==> src/eeprom_engine_pkg.sv <==
package eeprom_engine_pkg;

  // ****************************************
  // register map
  // ****************************************
  localparam logic [11:0] OFS_COMMAND  = 12'h4A0;
  localparam logic [11:0] OFS_RDDATA   = 12'h4A4;
  localparam logic [11:0] OFS_STATUS   = 12'h4A8;
  localparam logic [11:0] OFS_INT_STAT = 12'h4D0;
  localparam logic [11:0] OFS_INT_MASK = 12'h4D4;

  // ****************************************
  // fields and reset values
  // ****************************************
  localparam logic [31:0] CMD_RESET   = 32'h5000_0000;
  localparam logic [31:0] RDATA_RESET = 32'h0000_0000;
  localparam int          ACK_LSB     = 5;
  localparam int          DONE_BIT    = 0;
  localparam int          EV_DONE     = 0;
  localparam int          EV_NACK     = 1;
  localparam int          ACK_DEV     = 2;
  localparam int          ACK_MEM     = 1;
  localparam int          ACK_SECOND  = 0;
  localparam logic [1:0]  LAST_SEQ    = 2'h3;

  // ****************************************
  // timing
  // ****************************************
  localparam int CLK_PERIOD_NS = 20;
  localparam int QUARTER_NS    = 2500;
  localparam int QUARTER_CYC   = (QUARTER_NS + CLK_PERIOD_NS - 1) / CLK_PERIOD_NS;

  // ****************************************
  // types
  // ****************************************
  typedef struct packed {
    logic       unused;
    logic [6:0] devAddr;
    logic [7:0] memAddr;
    logic [7:0] wrData;
    logic [5:0] rsvd;
    logic       rdLen4;
    logic       isRead;
  } command_t;

  typedef enum logic [2:0] {
    ST_IDLE  = 3'b000,
    ST_START = 3'b001,
    ST_TX    = 3'b010,
    ST_RX    = 3'b011,
    ST_STOP  = 3'b100
  } eng_state_t;

  typedef enum logic [2:0] {
    STG_DEVW = 3'b000,
    STG_MEM  = 3'b001,
    STG_DATA = 3'b010,
    STG_DEVR = 3'b011,
    STG_RDAT = 3'b100
  } stage_t;

endpackage

==> src/pin_sync.sv <==
`timescale 1ns/1ps
module pin_sync (
  // clock and reset
  input  wire logic clk,
  input  wire logic sys_rst,
  // pin and filtered level
  input  wire logic pinIn,
  output logic      level
);

  logic s1_r, s2_r, s3_r, level_r, level_nxt;

  // ****************************************
  // three stages, accept when last two agree
  // ****************************************
  always_comb begin
    level_nxt = (s2_r == s3_r) ? s3_r : level_r;
  end

  always_ff @(posedge clk or posedge sys_rst) begin
    if (sys_rst) begin
      s1_r    <= 1'b1;
      s2_r    <= 1'b1;
      s3_r    <= 1'b1;
      level_r <= 1'b1;
    end else begin
      s1_r    <= pinIn;
      s2_r    <= s1_r;
      s3_r    <= s2_r;
      level_r <= level_nxt;
    end
  end

  assign level = level_r;

endmodule

==> src/quarter_tick.sv <==
`timescale 1ns/1ps
module quarter_tick (
  // clock and reset
  input  wire logic clk,
  input  wire logic sys_rst,
  // control
  input  wire logic run,
  output logic      tick
);
  import eeprom_engine_pkg::*;

  localparam logic [7:0] LAST = 8'(QUARTER_CYC - 1);

  logic [7:0] cnt_r, cnt_nxt;
  logic       tick_r, tick_nxt;

  // ****************************************
  // one pulse per quarter bit while running
  // ****************************************
  always_comb begin
    cnt_nxt  = 8'h00;
    tick_nxt = 1'b0;
    if (run) begin
      tick_nxt = (cnt_r == LAST);
      cnt_nxt  = (cnt_r == LAST) ? 8'h00 : cnt_r + 8'h01;
    end
  end

  always_ff @(posedge clk or posedge sys_rst) begin
    if (sys_rst) begin
      cnt_r  <= 8'h00;
      tick_r <= 1'b0;
    end else begin
      cnt_r  <= cnt_nxt;
      tick_r <= tick_nxt;
    end
  end

  assign tick = tick_r;

endmodule

==> src/serial_eeprom_command_engine.sv <==
// Contract
// RULE1: command bits 30:24 hold target address, default 1010000, sent when addressing
// RULE2: command bits 23:16 are sent as the word address
// RULE3: command bits 15:8 are written on a write, ignored on a read
// RULE4: command bit 1 picks four-byte or one-byte read; no effect on writes
// RULE5: writing command byte 0 launches; bit 0 set means read
// RULE6: narrow hosts write the upper command bytes before the launching byte
// RULE7: fetched bytes land in the read-data register
// RULE8: first byte in bits 7:0, following bytes in ascending higher bytes
// RULE9: status bits 7,6,5 flag no-ack of device, word, second address
// RULE10: a clean transfer leaves the three acknowledge bits at zero
// RULE11: status bit 0 is one when finished, zero while running
// RULE12: launch clears done and ack bits; run write or read; done after stop
// RULE13: address no-ack records its bit, sends stop and reports done
//
// The APB slave port was left to the implementer.
`timescale 1ns/1ps
module serial_eeprom_command_engine (
  // clock and reset
  input  wire logic        clk,
  input  wire logic        sys_rst,
  // apb slave
  input  wire logic [11:0] paddr,
  input  wire logic        psel,
  input  wire logic        penable,
  input  wire logic        pwrite,
  input  wire logic [3:0]  pstrb,
  input  wire logic [31:0] pwdata,
  output logic      [31:0] prdata,
  output logic             pready,
  output logic             pslverr,
  // two-wire bus, open drain
  input  wire logic        sclIn,
  output logic             sclOut,
  output logic             sclOeN,
  input  wire logic        sdaIn,
  output logic             sdaOut,
  output logic             sdaOeN,
  // interrupt
  output logic             irq
);
  import eeprom_engine_pkg::*;

  // ****************************************
  // declarations
  // ****************************************
  logic [31:0] prdata_r, prdata_nxt;
  logic        pready_r, pready_nxt, pslverr_r, pslverr_nxt;
  command_t    cmd_r, cmd_nxt;
  logic [1:0]  intStat_r, intStat_nxt, intMask_r, intMask_nxt, intSet;
  logic        irq_r, irq_nxt;
  eng_state_t  state_r, state_nxt;
  stage_t      stage_r, stage_nxt;
  logic [1:0]  q_r, q_nxt, byteCnt_r, byteCnt_nxt;
  logic [3:0]  bitCnt_r, bitCnt_nxt;
  logic [7:0]  shift_r, shift_nxt;
  logic [2:0]  ack_r, ack_nxt;
  logic        done_r, done_nxt, sampled_r, sampled_nxt;
  logic [31:0] rdData_r, rdData_nxt;
  logic        sclOeN_r, sclOeN_nxt, sdaOeN_r, sdaOeN_nxt;
  logic        sclOut_r, sdaOut_r;
  logic        sclHigh, sdaHigh, tick, step, access, wrAcc, launch, lastByte;

  // ****************************************
  // helpers
  // ****************************************
  function automatic logic [7:0] tx_byte(input stage_t stg, input command_t c);
    tx_byte = {c.devAddr, 1'b0};
    unique case (stg)
      STG_DEVW: tx_byte = {c.devAddr, 1'b0};
      STG_MEM:  tx_byte = c.memAddr;
      STG_DATA: tx_byte = c.wrData;
      STG_DEVR: tx_byte = {c.devAddr, 1'b1};
      STG_RDAT: tx_byte = 8'h00;
    endcase
  endfunction

  function automatic logic [31:0] merge(input logic [31:0] old, input logic [31:0] nw,
                                        input logic [3:0] be);
    for (int i = 0; i < 4; i++) begin
      old[8*i +: 8] = be[i] ? nw[8*i +: 8] : old[8*i +: 8];
    end
    merge = old;
  endfunction

  // ****************************************
  // pins and bit timing
  // ****************************************
  pin_sync u_scl_sync (
    .clk     (clk),
    .sys_rst (sys_rst),
    .pinIn   (sclIn),
    .level   (sclHigh)
  );

  pin_sync u_sda_sync (
    .clk     (clk),
    .sys_rst (sys_rst),
    .pinIn   (sdaIn),
    .level   (sdaHigh)
  );

  quarter_tick u_tick (
    .clk     (clk),
    .sys_rst (sys_rst),
    .run     (state_r != ST_IDLE),
    .tick    (tick)
  );

  // a slave stretching the clock holds us in the high quarter
  assign step = tick && !(q_r == 2'h2 && !sclHigh);

  // ****************************************
  // apb slave and registers
  // ****************************************
  assign access = psel && penable && pready_r;
  assign wrAcc  = access && pwrite;
  assign launch = wrAcc && paddr == OFS_COMMAND && pstrb[0] && state_r == ST_IDLE; // [RULE5]

  always_comb begin
    pready_nxt  = psel && !penable;
    prdata_nxt  = prdata_r;
    pslverr_nxt = 1'b0;
    cmd_nxt     = cmd_r;
    intMask_nxt = intMask_r;
    intStat_nxt = intStat_r;
    if (psel && !penable) begin
      prdata_nxt = 32'h0000_0000;
      unique case (paddr)
        OFS_COMMAND:  prdata_nxt = 32'h0000_0000;
        OFS_RDDATA:   prdata_nxt = rdData_r; // [RULE7]
        OFS_STATUS: begin
          prdata_nxt[ACK_LSB +: 3] = ack_r; // [RULE9]
          prdata_nxt[DONE_BIT]     = done_r; // [RULE11]
        end
        OFS_INT_STAT: prdata_nxt[1:0] = intStat_r;
        OFS_INT_MASK: prdata_nxt[1:0] = intMask_r;
        default:      pslverr_nxt = 1'b1;
      endcase
    end
    // upper bytes may arrive in earlier narrow writes
    if (wrAcc && paddr == OFS_COMMAND && state_r == ST_IDLE) begin
      cmd_nxt = command_t'(merge(cmd_r, pwdata, pstrb)); // [RULE6]
    end
    if (wrAcc && paddr == OFS_INT_MASK && pstrb[0]) begin
      intMask_nxt = pwdata[1:0];
    end
    if (wrAcc && paddr == OFS_INT_STAT && pstrb[0]) begin
      intStat_nxt = intStat_r & ~pwdata[1:0];
    end
    intStat_nxt = intStat_nxt | intSet;
    irq_nxt     = |(intStat_r & intMask_r);
  end

  always_ff @(posedge clk or posedge sys_rst) begin
    if (sys_rst) begin
      prdata_r  <= 32'h0000_0000;
      pready_r  <= 1'b0;
      pslverr_r <= 1'b0;
      cmd_r     <= CMD_RESET; // [RULE1]
      intMask_r <= 2'h0;
      intStat_r <= 2'h0;
      irq_r     <= 1'b0;
    end else begin
      prdata_r  <= prdata_nxt;
      pready_r  <= pready_nxt;
      pslverr_r <= pslverr_nxt;
      cmd_r     <= cmd_nxt;
      intMask_r <= intMask_nxt;
      intStat_r <= intStat_nxt;
      irq_r     <= irq_nxt;
    end
  end

  // ****************************************
  // transfer engine
  // ****************************************
  assign lastByte = !cmd_r.rdLen4 || byteCnt_r == LAST_SEQ; // [RULE4]

  always_comb begin
    state_nxt   = state_r;
    stage_nxt   = stage_r;
    q_nxt       = q_r;
    bitCnt_nxt  = bitCnt_r;
    byteCnt_nxt = byteCnt_r;
    shift_nxt   = shift_r;
    ack_nxt     = ack_r;
    done_nxt    = done_r;
    sampled_nxt = sampled_r;
    rdData_nxt  = rdData_r;
    sclOeN_nxt  = sclOeN_r;
    sdaOeN_nxt  = sdaOeN_r;
    intSet      = 2'h0;
    if (state_r == ST_IDLE) begin
      sclOeN_nxt = 1'b1;
      sdaOeN_nxt = 1'b1;
      if (launch) begin
        done_nxt    = 1'b0; // [RULE12]
        ack_nxt     = 3'h0; // [RULE10] [RULE12]
        stage_nxt   = STG_DEVW;
        q_nxt       = 2'h0;
        byteCnt_nxt = 2'h0;
        state_nxt   = ST_START;
      end
    end else if (step) begin
      q_nxt = q_r + 2'h1;
      unique case (state_r)
        ST_START: begin
          unique case (q_r)
            2'h0: begin
              sdaOeN_nxt = 1'b1;
              sclOeN_nxt = 1'b1;
            end
            2'h1: sdaOeN_nxt = 1'b1;
            2'h2: sdaOeN_nxt = 1'b0;
            2'h3: begin
              sclOeN_nxt = 1'b0;
              bitCnt_nxt = 4'h0;
              shift_nxt  = tx_byte(stage_r, cmd_r); // [RULE1] [RULE2] [RULE3]
              state_nxt  = ST_TX;
            end
          endcase
        end
        ST_TX: begin
          unique case (q_r)
            2'h0: sdaOeN_nxt = (bitCnt_r == 4'h8) ? 1'b1 : shift_r[7];
            2'h1: sclOeN_nxt = 1'b1;
            2'h2: sampled_nxt = sdaHigh;
            2'h3: begin
              sclOeN_nxt = 1'b0;
              if (bitCnt_r != 4'h8) begin
                shift_nxt  = {shift_r[6:0], 1'b0};
                bitCnt_nxt = bitCnt_r + 4'h1;
              end else if (sampled_r) begin
                // no acknowledge: flag it and close with a stop
                unique case (stage_r)
                  STG_DEVW: ack_nxt[ACK_DEV] = 1'b1; // [RULE9] [RULE13]
                  STG_MEM:  ack_nxt[ACK_MEM] = 1'b1; // [RULE9] [RULE13]
                  default:  ack_nxt[ACK_SECOND] = 1'b1; // [RULE9] [RULE13]
                endcase
                intSet[EV_NACK] = 1'b1;
                state_nxt       = ST_STOP;
              end else begin
                bitCnt_nxt = 4'h0;
                unique case (stage_r)
                  STG_DEVW: begin
                    stage_nxt = STG_MEM;
                    shift_nxt = tx_byte(STG_MEM, cmd_r); // [RULE2]
                  end
                  STG_MEM: begin
                    if (cmd_r.isRead) begin
                      stage_nxt = STG_DEVR;
                      state_nxt = ST_START;
                    end else begin
                      stage_nxt = STG_DATA;
                      shift_nxt = tx_byte(STG_DATA, cmd_r); // [RULE3]
                    end
                  end
                  STG_DEVR: begin
                    stage_nxt = STG_RDAT;
                    state_nxt = ST_RX;
                  end
                  default: state_nxt = ST_STOP;
                endcase
              end
            end
          endcase
        end
        ST_RX: begin
          unique case (q_r)
            2'h0: sdaOeN_nxt = (bitCnt_r == 4'h8) ? lastByte : 1'b1;
            2'h1: sclOeN_nxt = 1'b1;
            2'h2: if (bitCnt_r != 4'h8) shift_nxt = {shift_r[6:0], sdaHigh};
            2'h3: begin
              sclOeN_nxt = 1'b0;
              if (bitCnt_r == 4'h7) begin
                rdData_nxt[8*byteCnt_r +: 8] = shift_r; // [RULE7] [RULE8]
              end
              if (bitCnt_r != 4'h8) begin
                bitCnt_nxt = bitCnt_r + 4'h1;
              end else if (lastByte) begin
                state_nxt = ST_STOP; // [RULE4]
              end else begin
                bitCnt_nxt  = 4'h0;
                byteCnt_nxt = byteCnt_r + 2'h1; // [RULE8]
              end
            end
          endcase
        end
        ST_STOP: begin
          unique case (q_r)
            2'h0: sdaOeN_nxt = 1'b0;
            2'h1: sclOeN_nxt = 1'b1;
            2'h2: sdaOeN_nxt = 1'b1;
            2'h3: begin
              done_nxt        = 1'b1; // [RULE11] [RULE12] [RULE13]
              intSet[EV_DONE] = 1'b1;
              state_nxt       = ST_IDLE;
            end
          endcase
        end
        default: state_nxt = ST_IDLE;
      endcase
    end
  end

  always_ff @(posedge clk or posedge sys_rst) begin
    if (sys_rst) begin
      state_r   <= ST_IDLE;
      stage_r   <= STG_DEVW;
      q_r       <= 2'h0;
      bitCnt_r  <= 4'h0;
      byteCnt_r <= 2'h0;
      shift_r   <= 8'h00;
      ack_r     <= 3'h0;
      done_r    <= 1'b0;
      sampled_r <= 1'b1;
      rdData_r  <= RDATA_RESET;
      sclOeN_r  <= 1'b1;
      sdaOeN_r  <= 1'b1;
      sclOut_r  <= 1'b0;
      sdaOut_r  <= 1'b0;
    end else begin
      state_r   <= state_nxt;
      stage_r   <= stage_nxt;
      q_r       <= q_nxt;
      bitCnt_r  <= bitCnt_nxt;
      byteCnt_r <= byteCnt_nxt;
      shift_r   <= shift_nxt;
      ack_r     <= ack_nxt;
      done_r    <= done_nxt;
      sampled_r <= sampled_nxt;
      rdData_r  <= rdData_nxt;
      sclOeN_r  <= sclOeN_nxt;
      sdaOeN_r  <= sdaOeN_nxt;
      sclOut_r  <= 1'b0;
      sdaOut_r  <= 1'b0;
    end
  end

  assign prdata  = prdata_r;
  assign pready  = pready_r;
  assign pslverr = pslverr_r;
  assign sclOut  = sclOut_r;
  assign sclOeN  = sclOeN_r;
  assign sdaOut  = sdaOut_r;
  assign sdaOeN  = sdaOeN_r;
  assign irq     = irq_r;

  // ****************************************
  // assertions
  // ****************************************
  property p_launch_clears;
    @(posedge clk) disable iff (sys_rst)
    launch |=> (!done_r && ack_r == 3'h0 && state_r == ST_START);
  endproperty
  a_launch_clears: assert property (p_launch_clears) else $error("launch did not clear"); // [RULE12]

  property p_busy_not_done;
    @(posedge clk) disable iff (sys_rst)
    (state_r != ST_IDLE) |-> !done_r;
  endproperty
  a_busy_not_done: assert property (p_busy_not_done) else $error("done while busy"); // [RULE11]

  property p_no_launch_upper;
    @(posedge clk) disable iff (sys_rst)
    (wrAcc && paddr == OFS_COMMAND && !pstrb[0] && state_r == ST_IDLE) |=> state_r == ST_IDLE;
  endproperty
  a_no_launch_upper: assert property (p_no_launch_upper) else $error("launch w/o byte 0"); // [RULE5]

  property p_dev_bits;
    @(posedge clk) disable iff (sys_rst)
    (state_r == ST_TX && stage_r == STG_DEVW && q_r == 2'h1 && bitCnt_r < 4'h7)
      |-> sdaOeN_r == cmd_r.devAddr[3'h6 - bitCnt_r[2:0]];
  endproperty
  a_dev_bits: assert property (p_dev_bits) else $error("device address bit wrong"); // [RULE1]

  property p_mem_bits;
    @(posedge clk) disable iff (sys_rst)
    (state_r == ST_TX && stage_r == STG_MEM && q_r == 2'h1 && bitCnt_r < 4'h8)
      |-> sdaOeN_r == cmd_r.memAddr[3'h7 - bitCnt_r[2:0]];
  endproperty
  a_mem_bits: assert property (p_mem_bits) else $error("word address bit wrong"); // [RULE2]

  property p_wr_bits;
    @(posedge clk) disable iff (sys_rst)
    (state_r == ST_TX && stage_r == STG_DATA && q_r == 2'h1 && bitCnt_r < 4'h8)
      |-> (!cmd_r.isRead && sdaOeN_r == cmd_r.wrData[3'h7 - bitCnt_r[2:0]]);
  endproperty
  a_wr_bits: assert property (p_wr_bits) else $error("write data bit wrong"); // [RULE3]

  property p_rx_only_read;
    @(posedge clk) disable iff (sys_rst)
    (state_r == ST_RX) |-> (cmd_r.isRead && (cmd_r.rdLen4 || byteCnt_r == 2'h0));
  endproperty
  a_rx_only_read: assert property (p_rx_only_read) else $error("bad receive phase"); // [RULE4]

  property p_nack_stop;
    @(posedge clk) disable iff (sys_rst)
    (step && state_r == ST_TX && q_r == 2'h3 && bitCnt_r == 4'h8 && sampled_r)
      |=> (state_r == ST_STOP && ack_r != 3'h0) ##[1:700] done_r;
  endproperty
  a_nack_stop: assert property (p_nack_stop) else $error("no-ack not closed"); // [RULE13]

  property p_byte0_stored;
    @(posedge clk) disable iff (sys_rst)
    (step && state_r == ST_RX && q_r == 2'h3 && bitCnt_r == 4'h7 && byteCnt_r == 2'h0)
      |=> rdData_r[7:0] == $past(shift_r);
  endproperty
  a_byte0_stored: assert property (p_byte0_stored) else $error("read byte lost"); // [RULE8]

  property p_irq;
    @(posedge clk) disable iff (sys_rst)
    ##1 irq_r == |($past(intStat_r) & $past(intMask_r));
  endproperty
  a_irq: assert property (p_irq) else $error("interrupt level wrong");

  c_write_done: cover property (@(posedge clk) disable iff (sys_rst)
    !cmd_r.isRead && $rose(done_r) && ack_r == 3'h0);
  c_read4_done: cover property (@(posedge clk) disable iff (sys_rst)
    cmd_r.isRead && cmd_r.rdLen4 && $rose(done_r) && ack_r == 3'h0);
  c_dev_nack: cover property (@(posedge clk) disable iff (sys_rst)
    $rose(done_r) && ack_r[ACK_DEV]);

endmodule

==> config.mk <==
export PLATFORM = sky130hd
export DESIGN_NAME = serial_eeprom_command_engine
export DESIGN_NICKNAME = d
export VERILOG_FILES = /design/src/eeprom_engine_pkg.sv /design/src/pin_sync.sv /design/src/quarter_tick.sv /design/src/serial_eeprom_command_engine.sv
export SDC_FILE = /design/constraint.sdc
export NUM_CORES = 1
export LEC_CHECK = 0
export ABC_CLOCK_PERIOD_IN_PS = 4250
export BUFFER_PORTS_ARGS = -buffer_cell sky130_fd_sc_hd__buf_2
export CORE_AREA = 2 2 144 146
export CTS_CLUSTER_SIZE = 16
export DETAILED_ROUTE_END_ITERATION = 16
export DIE_AREA = 0 0 146 148
export PLACE_DENSITY_LB_ADDON = 0.05
export SLEW_MARGIN = 0
export SYNTH_ARGS = -nofsm -noshare
export SYNTH_HDL_FRONTEND = slang
export SYNTH_SLANG_ARGS = --single-unit
==> constraint.sdc <==
create_clock -name clk -period 4.25 [get_ports clk]
set_clock_uncertainty 0.2 [all_clocks]
set_input_delay 0.6375 -clock clk [delete_from_list [all_inputs] [get_ports clk]]
set_output_delay 0.6375 -clock clk [all_outputs]
set_load 0.05 [all_outputs]
==> reports/results.tsv <==
metric	value	unit
status	finished clean	
grt_pass1_vias	5449	
yosysSeqAreaShare	51.90	%
power	3.051	mW
reg2reg_depth	5	
whs_path_depth	1	
antenna_found_initial	0	
tns	0	ns
reg2reg_slack	1.13	ns
path_class	flop to flop	
cts_hold_buf	0	
drc_errors	0	
grt_max_degree	143	
htreeDepth	4	
post_cts_buffers	0	
grt_pass1_wl	28620	um
holdCritStartpoint	sdaIn	
rows	52	
post-route-cell-area	0.008189	mm2
rsz0062_at_grt	no	
clockRootBuffer	clkbuf_16	
ant_nets	0	
hpwlAfterDp	11840	um
fp.dieH	148	um
synthArstFlopShare	100.0	%
path_clk_slew	0.06	ns
max-slew-margin-rel	35.88	%
min_to	u_sda_sync.s1_r$_DFF_PP1_	
hold_class	input port to flop	
synth_area	0.006878	mm2
die-area	0.02161	mm2
coreArea	0.02004	mm2
cp-end-kind	flop	
maxCapViolations	0	
fmaxAchievable	320.6	MHz
powerDensity	372.6	mW/mm2
post_dp_cell_area	0.007559	mm2
avgSynthCellArea	9.673	um2
worstPathArrival	3.22	ns
peakVddDrop	0.2837	mV
gr-total-overflow	0	
portBuffers	84	
finalCritPeriodShare	73.39	%
cts.sinks	142	
wl_per_cell	16.07	um
tritoncts	yes	
cts-buffers-inserted	17	
fin_worst_hold_slack	0.1122	ns
track_usage	16.56	%
crit_required	4.35	ns
start_kind	flop	
ys_seq_elements	142	
layoutNonFillerInstCount	1066	
yosys_warnings	0	
power.leakage	3.835	nW
nNetsFinal	852	
antennaDiodeCount	0	
synth_cell_types	65	
tightest_slew	0.9597	ns
syn_inst	711	
path_max_fanout	17	
die_w	146	um
vias_per_cell	5.106	
num-fill-cells	2036	
start_util	34.32	%
cts_resized	0	
pin_count	94	
routed_wl	17140	um
r2r-end	state_r[2]$_DFFE_PP0P_	
clk-insertion-delay-late	0.42	ns
dp.cells	1034	
synth_edf_count	0	
layout-drive-gt1-share	23.62	%
clock_path_buffers	2	
syn_to_final_growth	19.06	%
reg2reg_from	state_r[1]$_DFFE_PP0P_	
drv_slew	0	
final-hold-violation-count	0	
finalSetupViolCount	0	
synth_flop_cell	dfrtp_1	
vias	5443	
dr.pass1.iters	5	
gp_congestion	0.8088	
detail_route.iter0.violations	243	
finalCriticalPeriod	3.119	ns
==> per-stage QoR <==
stage | utilization (%) | worst slack (ns)
floorplan | - | 1.427
global placement | 37.72 | 1.165
detailed placement | 37.72 | 1.143
CTS | 40.87 | 1.168
global route | 40.87 | 0.9603
finish | 40.87 | 1.131
==> Yosys cell counts (3+ instances only) <==
cell	number	area [um2]
nand3_1	45	225.2
nand2_1	158	593.1
o32a_1	3	30.03
nor4_1	4	25.02
mux2i_1	5	50.05
and3_1	4	25.02
nand4b_1	3	26.28
mux2_2	38	427.9
nor2_1	32	120.1
a21oi_1	16	80.08
o22ai_1	6	37.54
nor3b_1	7	52.55
and4_1	3	26.28
inv_1	19	71.32
o211ai_1	6	45.04
nand2b_1	7	43.79
dfrtp_1	129	3228
nor3_1	10	50.05
nor2b_1	7	43.79
dfstp_2	13	341.6
a311oi_1	3	26.28
o221ai_1	6	52.55
a22oi_1	6	45.04
o2bb2ai_1	7	61.31
xor2_1	5	43.79
a31oi_1	9	56.30
a22o_1	3	26.28
buf_1	3	11.26
o21a_1	3	22.52
ha_1	14	175.2
clkbuf_1	33	123.9
o21ai_0	60	300.3
==> worst max path at each step <==
| stage | start | endpoint | slack [ns] | cells after the start |
|---|---|---|---|---|
| after floorplan | paddr[4] | state_r[2]$_DFFE_PP0P_ | 1.43 | 6 |
| after global placement | paddr[4] | state_r[2]$_DFFE_PP0P_ | 1.16 | 6 |
| after detailed placement | paddr[4] | state_r[2]$_DFFE_PP0P_ | 1.14 | 6 |
| after CTS | state_r[1]$_DFFE_PP0P_ | state_r[2]$_DFFE_PP0P_ | 1.17 | 5 |
| after global routing | state_r[1]$_DFFE_PP0P_ | rdData_r[6]$_DFFE_PP0P_ | 0.96 | 5 |
| final | state_r[1]$_DFFE_PP0P_ | state_r[2]$_DFFE_PP0P_ | 1.13 | 5 |
==> cell usage in the layout (no fill, tap or decap), types with 5 or more instances in the layout <==
master / instances
nor3b_1: 7
nor2b_1: 7
xor2_1: 5
dfrtp_1: 129
nand3_1: 45
inv_1: 18
nor3_1: 10
inv_6: 8
nand2_1: 158
dfstp_2: 13
clkbuf_16: 17
o2bb2ai_1: 7
a21oi_1: 16
buf_4: 7
mux2_2: 38
o221ai_1: 6
a22oi_1: 6
mux2i_1: 5
ha_1: 14
o211ai_1: 6
a31oi_1: 9
o22ai_1: 6
nor2_1: 32
nand2b_1: 7
buf_2: 84
o21ai_0: 60
==> state kept, by name, summed over array words and instances (netlist names), 2 cells and up <==
signal / flops
bitCnt_r: 4
prdata: 32
byteCnt_r: 2
ack_r: 3
u_tick.cnt_r: 8
state_r: 3
q_r: 2
intStat_r: 2
intMask_r: 2
shift_r: 8
rdData_r: 32
stage_r: 3
cmd_r: 25
==> where the power goes <==
group,total (mW),switching (mW),internal (mW),leakage (nW)
clock,1.60,0.635,0.964,0.312
sequential,1.37,0.00388,1.36,1.90
combinational,0.0869,0.0608,0.0260,1.63
total,3.05,0.700,2.35,3.83
==> critical path: stages (launching register included) <==
cell and delay (ns):
dfrtp_1 0.58, or3_1 0.63, or4_4 0.59, o31ai_4 0.45
and2_4 0.25, mux2_4 0.29
==> final cells by class <==
type	count	area, um2	share of cell area [%]
Timing Repair Buffer	92	493.0	6.020
Sequential cell	142	3570	43.59
Clock inverter	14	191.4	2.338
Tap cell	270	337.8	4.125
Inverter	20	78.83	0.9626
Clock buffer	18	439.2	5.363
Multi-Input combinational cell	510	3079	37.60
==> cells by family (layout without fill, tap and decap cells) <==
group,after synthesis,in the layout,share of synthesized area (%)
simple gates,297,297,20.03
compound gates,143,143,13.44
flops,142,142,51.90
buf+inv,60,144,3.511
mux,45,45,7.331
fa+ha+maj,16,16,2.838
xor+xnor,7,7,0.8914
other cells,1,2,0.05452
==> layer usage <==
| metal | routed length (um) | vias up | track usage [%] |
|---|---|---|---|
| met2 | 7803 | 128 | 25.68 |
| met3 | 679 | 12 | 3.488 |
| met4 | 166 | 0 | 5.874 |
| met1 | 8484 | 2654 | 23.05 |
| li1 | - | 2649 | - |
| met5 | 0 | - | 0 |
No activity file was read; power rests on OpenSTA's default activity.
